<file path="config.mk">
export PLATFORM = sky130hd
export DESIGN_NAME = lfd_device_flat
export DESIGN_NICKNAME = d
export VERILOG_FILES = /design/src/hdl/lfd_pkg.sv /design/src/hdl/lfd_link_if.sv /design/src/hdl/lfd_device.sv /design/src/flat_wrapper.sv
export SDC_FILE = /design/constraint.sdc
export NUM_CORES = 1
export LEC_CHECK = 0
export ABC_CLOCK_PERIOD_IN_PS = 1900
export BUFFER_PORTS_ARGS = -buffer_cell sky130_fd_sc_hd__buf_2
export CORE_ASPECT_RATIO = 1.4
export CORE_MARGIN = 1.5
export CORE_UTILIZATION = 57
export DETAILED_ROUTE_END_ITERATION = 8
export GPL_ROUTABILITY_DRIVEN = 0
export PLACE_DENSITY = 0.84
export SLEW_MARGIN = 20
export SYNTH_ARGS = -nofsm -noshare
export SYNTH_HDL_FRONTEND = slang
export SYNTH_SLANG_ARGS = --single-unit
export TNS_END_PERCENT = 50
</file>
<file path="constraint.sdc">
create_clock -name i_mclk -period 1.9 [get_ports i_mclk]
set_input_delay 0.38 -clock i_mclk [delete_from_list [all_inputs] [get_ports i_mclk]]
set_output_delay 0.38 -clock i_mclk [all_outputs]
set_load 0.1 [all_outputs]
</file>
<file path="src/hdl/lfd_pkg.sv">
// Shared constants and types for the LED fault-detect link.
package lfd_pkg;
    // Width of the shift register, one bit per output.
    localparam int WORD_W = 16;
    localparam int CNT_W = 5;
    // Mode command: oe_n levels sampled at shift-clock rises under the strobe.
    localparam int CODE_LEN = 3;
    localparam logic [2:0] CODE_OPEN = 3'h2;
    localparam logic [2:0] CODE_SHORT = 3'h3;
    localparam logic [2:0] CODE_NORMAL = 3'h1;
    localparam logic [1:0] CMD_EDGES = 2'h3;
    // Detection capture happens on the third rise after oe_n falls.
    localparam logic [1:0] CAPTURE_EDGES = 2'h3;
    // Clock and shift-clock timing.
    localparam int CLK_MHZ = 200;
    localparam logic [3:0] SCK_HALF_CYC = 4'h4;
    localparam int SETTLE_NS = 2000;
    localparam int SETTLE_CYC_I = (SETTLE_NS * CLK_MHZ + 999) / 1000;
    localparam logic [9:0] SETTLE_CYC = SETTLE_CYC_I[9:0];
    localparam logic [CNT_W-1:0] LAST_BIT = 5'h0f;
    localparam logic [CNT_W-1:0] LAST_CODE = 5'h02;
    localparam logic [CNT_W-1:0] LAST_DET = 5'h02;

    typedef enum logic [1:0]
    {
        MODE_NORMAL = 2'h0,
        MODE_OPEN = 2'h1,
        MODE_SHORT = 2'h3
    } lfd_mode_t;

    typedef enum logic [2:0]
    {
        OP_WRITE = 3'h0,
        OP_MODE_OPEN = 3'h1,
        OP_MODE_SHORT = 3'h2,
        OP_MODE_NORMAL = 3'h3,
        OP_DETECT = 3'h4
    } lfd_op_t;

    typedef enum logic [2:0]
    {
        C_IDLE = 3'h0,
        C_SHIFT = 3'h1,
        C_LATCH = 3'h3,
        C_CMD = 3'h2,
        C_DET = 3'h6,
        C_READ = 3'h7
    } lfd_cstate_t;
endpackage

</file>
<file path="src/hdl/lfd_link_if.sv">
// Serial link between the display controller and the LED sink driver.
`timescale 1ns/1ps
interface lfd_link_if;
    logic sck;
    logic serial_in;
    logic latch_strobe_n;
    logic oe_n;
    logic serial_out;

    modport dev
    (
        input sck,
        input serial_in,
        input latch_strobe_n,
        input oe_n,
        output serial_out
    );

    modport ctl
    (
        output sck,
        output serial_in,
        output latch_strobe_n,
        output oe_n,
        input serial_out
    );
endinterface

</file>
<file path="src/hdl/lfd_device.sv">
// LED sink driver end: shift register, latch, mode decoder, fault capture.
`timescale 1ns/1ps
module lfd_device
    import lfd_pkg::*;
(
    input wire logic i_mclk,
    input wire logic i_rst,
    lfd_link_if.dev link,
    input wire logic [WORD_W-1:0] i_open_hit,
    input wire logic [WORD_W-1:0] i_short_hit,
    output logic [WORD_W-1:0] o_sink_on,
    output lfd_mode_t o_mode,
    output logic o_capture,
    output logic o_bad_cmd
);

////////////////////////////////////////////////////////////////////////////////
// Pin synchronisers. Bit order: sck, serial_in, latch_strobe_n, oe_n.

    logic [3:0] sync1_ff;
    logic [3:0] sync2_ff;
    logic [3:0] prev_ff;
    logic sck_rise;
    logic lat_release;
    logic oe_fall;
    logic sin_s;
    logic lat_n_s;
    logic oe_n_s;

    always_ff @(posedge i_mclk)
    begin
        if (i_rst)
        begin
            sync1_ff <= 4'h7;
            sync2_ff <= 4'h7;
            prev_ff <= 4'h7;
        end
        else
        begin
            sync1_ff <= {link.sck, link.serial_in, link.latch_strobe_n, link.oe_n};
            sync2_ff <= sync1_ff;
            prev_ff <= sync2_ff;
        end
    end

    assign sin_s = sync2_ff[2];
    assign lat_n_s = sync2_ff[1];
    assign oe_n_s = sync2_ff[0];
    assign sck_rise = sync2_ff[3] & ~prev_ff[3];
    assign lat_release = sync2_ff[1] & ~prev_ff[1];
    assign oe_fall = ~sync2_ff[0] & prev_ff[0];

////////////////////////////////////////////////////////////////////////////////
// Mode command decoder.

    lfd_mode_t mode_ff;
    logic [2:0] code_ff;
    logic [1:0] cmd_edges_ff;
    logic bad_cmd_ff;
    logic plain_latch;

    always_ff @(posedge i_mclk)
    begin
        if (i_rst)
        begin
            code_ff <= 3'h0;
            cmd_edges_ff <= 2'h0;
        end
        else if (lat_release)
        begin
            code_ff <= 3'h0;
            cmd_edges_ff <= 2'h0;
        end
        else if (sck_rise && !lat_n_s)
        begin
            code_ff <= {code_ff[1:0], oe_n_s};
            if (cmd_edges_ff != CMD_EDGES)
            begin
                cmd_edges_ff <= cmd_edges_ff + 2'h1;
            end
        end
    end

    always_ff @(posedge i_mclk)
    begin
        if (i_rst)
        begin
            mode_ff <= MODE_NORMAL;
            bad_cmd_ff <= 1'b0;
        end
        else
        begin
            bad_cmd_ff <= 1'b0;
            if (lat_release && cmd_edges_ff != 2'h0)
            begin
                if (cmd_edges_ff != CMD_EDGES)
                begin
                    bad_cmd_ff <= 1'b1;
                end
                else if (code_ff == CODE_OPEN)
                begin
                    mode_ff <= MODE_OPEN;
                end
                else if (code_ff == CODE_SHORT)
                begin
                    mode_ff <= MODE_SHORT;
                end
                else if (code_ff == CODE_NORMAL)
                begin
                    mode_ff <= MODE_NORMAL;
                end
                else
                begin
                    bad_cmd_ff <= 1'b1;
                end
            end
        end
    end

    // A strobe with shift-clock rises under it is a command, never a latch.
    assign plain_latch = lat_release && cmd_edges_ff == 2'h0 && mode_ff == MODE_NORMAL;

////////////////////////////////////////////////////////////////////////////////
// Detection window and shift register.

    logic detecting;
    logic [1:0] det_edges_ff;
    logic capture;
    logic [WORD_W-1:0] status;
    logic [WORD_W-1:0] shift_ff;
    logic capture_ff;

    // Commands also wiggle oe_n, so a window needs the strobe released.
    assign detecting = mode_ff != MODE_NORMAL && !oe_n_s && lat_n_s;

    always_ff @(posedge i_mclk)
    begin
        if (i_rst || oe_fall)
        begin
            det_edges_ff <= 2'h0;
        end
        else if (sck_rise && detecting && det_edges_ff != CAPTURE_EDGES)
        begin
            det_edges_ff <= det_edges_ff + 2'h1;
        end
    end

    assign capture = sck_rise && detecting && det_edges_ff == CAPTURE_EDGES - 2'h1;

    logic [WORD_W-1:0] open_s1_ff;
    logic [WORD_W-1:0] open_s2_ff;
    logic [WORD_W-1:0] short_s1_ff;
    logic [WORD_W-1:0] short_s2_ff;

    // Comparator flags change on their own time, so they are synchronised as well.
    always_ff @(posedge i_mclk)
    begin
        if (i_rst)
        begin
            open_s1_ff <= {WORD_W{1'b0}};
            open_s2_ff <= {WORD_W{1'b0}};
            short_s1_ff <= {WORD_W{1'b0}};
            short_s2_ff <= {WORD_W{1'b0}};
        end
        else
        begin
            open_s1_ff <= i_open_hit;
            open_s2_ff <= open_s1_ff;
            short_s1_ff <= i_short_hit;
            short_s2_ff <= short_s1_ff;
        end
    end

    always_comb
    begin
        case (mode_ff)
            MODE_OPEN: status = ~open_s2_ff;
            MODE_SHORT: status = ~short_s2_ff;
            default: status = {WORD_W{1'b1}};
        endcase
    end

    always_ff @(posedge i_mclk)
    begin
        if (i_rst)
        begin
            shift_ff <= {WORD_W{1'b0}};
        end
        else if (capture)
        begin
            shift_ff <= status;
        end
        else if (sck_rise && !detecting)
        begin
            shift_ff <= {shift_ff[WORD_W-2:0], sin_s};
        end
    end

    always_ff @(posedge i_mclk)
    begin
        if (i_rst)
        begin
            capture_ff <= 1'b0;
        end
        else
        begin
            capture_ff <= capture;
        end
    end

////////////////////////////////////////////////////////////////////////////////
// Output latch and current sinks.

    logic [WORD_W-1:0] latch_ff;
    logic [WORD_W-1:0] sink_ff;

    always_ff @(posedge i_mclk)
    begin
        if (i_rst)
        begin
            latch_ff <= {WORD_W{1'b0}};
        end
        else if (plain_latch)
        begin
            latch_ff <= shift_ff;
        end
    end

    // Sinks follow oe_n in every mode
    always_ff @(posedge i_mclk)
    begin
        if (i_rst)
        begin
            sink_ff <= {WORD_W{1'b0}};
        end
        else
        begin
            sink_ff <= latch_ff & {WORD_W{~oe_n_s}};
        end
    end

    assign link.serial_out = shift_ff[WORD_W-1];
    assign o_sink_on = sink_ff;
    assign o_mode = mode_ff;
    assign o_capture = capture_ff;
    assign o_bad_cmd = bad_cmd_ff;
endmodule

</file>
<file path="src/flat_wrapper.sv">
// flat-port wrapper written by rule: the top's interface ports become plain ports
module lfd_device_flat import lfd_pkg::*;
  (i_mclk, i_rst, i_open_hit, i_short_hit, o_sink_on, o_mode, o_capture, o_bad_cmd, link_sck, link_serial_in, link_latch_strobe_n, link_oe_n, link_serial_out);
  lfd_link_if link_i ();
  input wire logic i_mclk;
  input wire logic i_rst;
  input wire logic [WORD_W-1:0] i_open_hit;
  input wire logic [WORD_W-1:0] i_short_hit;
  output logic [WORD_W-1:0] o_sink_on;
  output lfd_mode_t o_mode;
  output logic o_capture;
  output logic o_bad_cmd;
  input wire logic [$bits(link_i.sck)-1:0] link_sck;
  input wire logic [$bits(link_i.serial_in)-1:0] link_serial_in;
  input wire logic [$bits(link_i.latch_strobe_n)-1:0] link_latch_strobe_n;
  input wire logic [$bits(link_i.oe_n)-1:0] link_oe_n;
  output wire logic [$bits(link_i.serial_out)-1:0] link_serial_out;
  assign link_i.sck = link_sck;
  assign link_i.serial_in = link_serial_in;
  assign link_i.latch_strobe_n = link_latch_strobe_n;
  assign link_i.oe_n = link_oe_n;
  assign link_serial_out = link_i.serial_out;
  lfd_device u_core (.i_mclk(i_mclk), .i_rst(i_rst), .link(link_i), .i_open_hit(i_open_hit), .i_short_hit(i_short_hit), .o_sink_on(o_sink_on), .o_mode(o_mode), .o_capture(o_capture), .o_bad_cmd(o_bad_cmd));
endmodule
</file>
==> results.sh <==
export IMPL_die_w_um=79.7
export IMPL_r2r_start="u_core.o_mode[1]"
export IMPL_area_growth_pct=21.5
export IMPL_layout_drive_gt1_share_pct=22.8
export IMPL_gr_usage_all_layers_pct=19.7
export IMPL_syn_inst=441
export IMPL_timing_fmax_mhz=573
export IMPL_yosysTopAreaCellShare_pct=57.1
export IMPL_netlist_top_cells_area="dfxtp_1, nor2b_1, mux2i_1"
export IMPL_vias=3185
export IMPL_cts_buffer_depth=2
export IMPL_cts_htree_levels=4
export IMPL_top_usage_layer="met2"
export IMPL_relSlewSlack_pct=60.0
export IMPL_cts_buffers=17
export IMPL_whs_path_depth=2
export IMPL_worst_slew_pin_slew_ps=599
export IMPL_ys_seq_area_share_pct=57.1
export IMPL_place_hpwl_um=4960
export IMPL_synth_main_ff_cell="dfxtp_1"
export IMPL_drtIter0Drc=172
export IMPL_vdd_drop_max_uv=786
export IMPL_gr_usage_met3_pct=7.44
export IMPL_dieHeight_um=110
export IMPL_fin_area_mm2=0.00571
export IMPL_r2r_end="u_core.shift_ff[1]"
export IMPL_wl_per_cell_um=12.9
export IMPL_totalWireLength_um=7930
export IMPL_die_area_mm2=0.00881
export IMPL_met2_usage_pct=32.7
export IMPL_start_util_pct=58.0
export IMPL_grt_pass1_vias=3027
export IMPL_via_per_inst=5.18
export IMPL_whs_ps=146
export IMPL_post_cts_buffers=0
export IMPL_antenna_found_initial=0
export IMPL_place_ws_ps=187
export IMPL_clock_skew_ps=7.26
export IMPL_outcome="completed"
export IMPL_ys_ff_latch=134
export IMPL_synth_top_area_cell="dfxtp_1"
export IMPL_powerDensity_mw_per_mm2=1130
export IMPL_crit_path_end_kind="flip-flop"
export IMPL_setup_violations=0
export IMPL_clk_pin_slew_ps=60
export IMPL_setup_tns_ps=0
export IMPL_setup_slack_ps=155
export IMPL_period_needed_ps=1740
export IMPL_antenna_cells=0
export IMPL_ff2ff_setup_slack_ps=160
export IMPL_crit_type="flip-flop to flip-flop"
export IMPL_rsz0062_at_grt="no"
export IMPL_synth_edf_count=0
export IMPL_arrival_ps=2020
export IMPL_cap_viol_max_count=0
export IMPL_yosysWarnings=0
export IMPL_yosysMostFrequentCell="dfxtp_1"
export IMPL_cts_sinks=134
export IMPL_ant_nets=0
export IMPL_cp_required_ps=2180
export IMPL_portBuffers=58
export IMPL_grt_max_degree=53
export IMPL_maxSlewViolCount=0
export IMPL_placed_area_mm2=0.00510
export IMPL_synth_common_cells="dfxtp_1, nor2b_1, inv_1, mux2i_1, a211oi_1"
export IMPL_num_io_pins=59
export IMPL_cts_hold_buf=0
export IMPL_met1_usage_pct=21.4
export IMPL_drc=0
export IMPL_cts_tree="yes"
export IMPL_overflow=0
export IMPL_cp_max_fo=17
export IMPL_ctsResizeCount=0
export IMPL_core_region_area_mm2=0.00810
export IMPL_layout_nets=542
export IMPL_synthArstFlopShare_pct=0
export IMPL_startpoint_type="flip-flop"
export IMPL_min_path_type="primary input to flip-flop"
export IMPL_syn_cell_area_mm2=0.00470
export IMPL_syn_nets=483
export IMPL_p_leak_uw=0.00220
export IMPL_final_hold_viol_count=0
export IMPL_ctsRootBufferMaster="clkbuf_16"
export IMPL_yosysUniqueCellTypes=38
export IMPL_clk_latency_ps=410
export IMPL_syn_area_per_cell_um2=10.7
export IMPL_finalCritPeriodShare_pct=91.8
export IMPL_drtPass1Iterations=4
export IMPL_hp_start="link_oe_n"
export IMPL_num_rows=39
export IMPL_r2r_cells=4
export IMPL_hold_end="u_core.sync1_ff[0]"
export IMPL_grt_pass1_wl_um=13400
==> layout make-up <==
type	count	area (µm²)
tap	102	128
inverter	23	86.3
clock buffer	20	457
fill	585	2390
timing repair buffer	72	425
clock inverter	12	151
sequential	134	2690
multi-input combinational	252	1780
==> kinds of logic after synthesis <==
logic type               synth area share, %
AND/OR/NAND/NOR                         20.0
multiplexers                            4.50
flip-flops                              57.1
adder cells (fa/ha/maj)                 1.07
XOR/XNOR                               0.186
AO/OA/AOI/OAI                           12.0
buffers and inverters                   5.14
==> state kept, by name, indices dropped and copies added (netlist names), 3 cells and up <==
name and flops:
u_core.shift_ff 16, u_core.o_sink_on 16, u_core.open_s2_ff 16, u_core.code_ff 3
u_core.sync2_ff 4, u_core.prev_ff 3, u_core.short_s1_ff 16, u_core.open_s1_ff 16
u_core.latch_ff 16, u_core.short_s2_ff 16, u_core.sync1_ff 4
==> per-layer routing <==
layer	share of wire, %	wire (µm)
met3	4.7	376
met2	51	4040
met4	2.0	155
met5	0	0
met1	42	3360
==> worst max-delay path by stage <==
| stage | startpoint | end | cells after the start |
|---|---|---|---|
| 5_1_grt | u_core.o_mode[1] | u_core.shift_ff[1] | 4 |
| 2_1_floorplan | u_core.o_mode[0] | u_core.shift_ff[10] | 5 |
| 3_3_place_gp | u_core.o_mode[1] | u_core.shift_ff[7] | 4 |
| 3_5_place_dp | u_core.o_mode[1] | u_core.shift_ff[1] | 4 |
| 4_1_cts | u_core.o_mode[1] | u_core.shift_ff[1] | 4 |
| 6_report | u_core.o_mode[1] | u_core.shift_ff[1] | 4 |
==> report_power, final <==
part / switching (µW) / leakage, µW / internal, µW / total [µW]
clock: 1150 / 0.000296 / 2130 / 3270
sequential: 40.8 / 0.00110 / 2910 / 2950
combinational: 121 / 0.000807 / 112 / 232
==> worst max-delay path, stage by stage, from the launching register on <==
cell	delay, ps
dfxtp_2	650
or2_1	230
buf_4	230
a211oi_1	100
a2111oi_0	390
==> layout by cell type, fill, tap and decap left out, types with 2 or more instances in the layout <==
cell type   instances
nand3_1            17
clkbuf_8            2
buf_4              14
buf_2              56
clkbuf_16          17
a2111oi_1           2
clkinv_4            2
or2_1               8
and2_1             16
a21oi_1            18
dfxtp_1           132
nor2_1              9
mux2i_1            20
inv_1              23
nor3b_1             2
dfxtp_2             2
a211oi_1           19
ha_1                4
a2111oi_2           8
bufinv_16           3
clkinvlp_4          2
a2111oi_0           6
nor2b_1            69
buf_12              2
o41ai_1             2
nand4_1             2
nor4_1             17
nand2b_1            5
clkinv_2            4
o21ai_1            16
==> through the flow <==
step,cells,utilization (%),total power [µW]
detailed placement,583,63.0,3230
global route,615,70.5,6660
global placement,583,63.0,3220
finish,615,70.5,6450
CTS,615,70.5,6490
floorplan,441,-,3150
(Power assumes the default switching activity.)
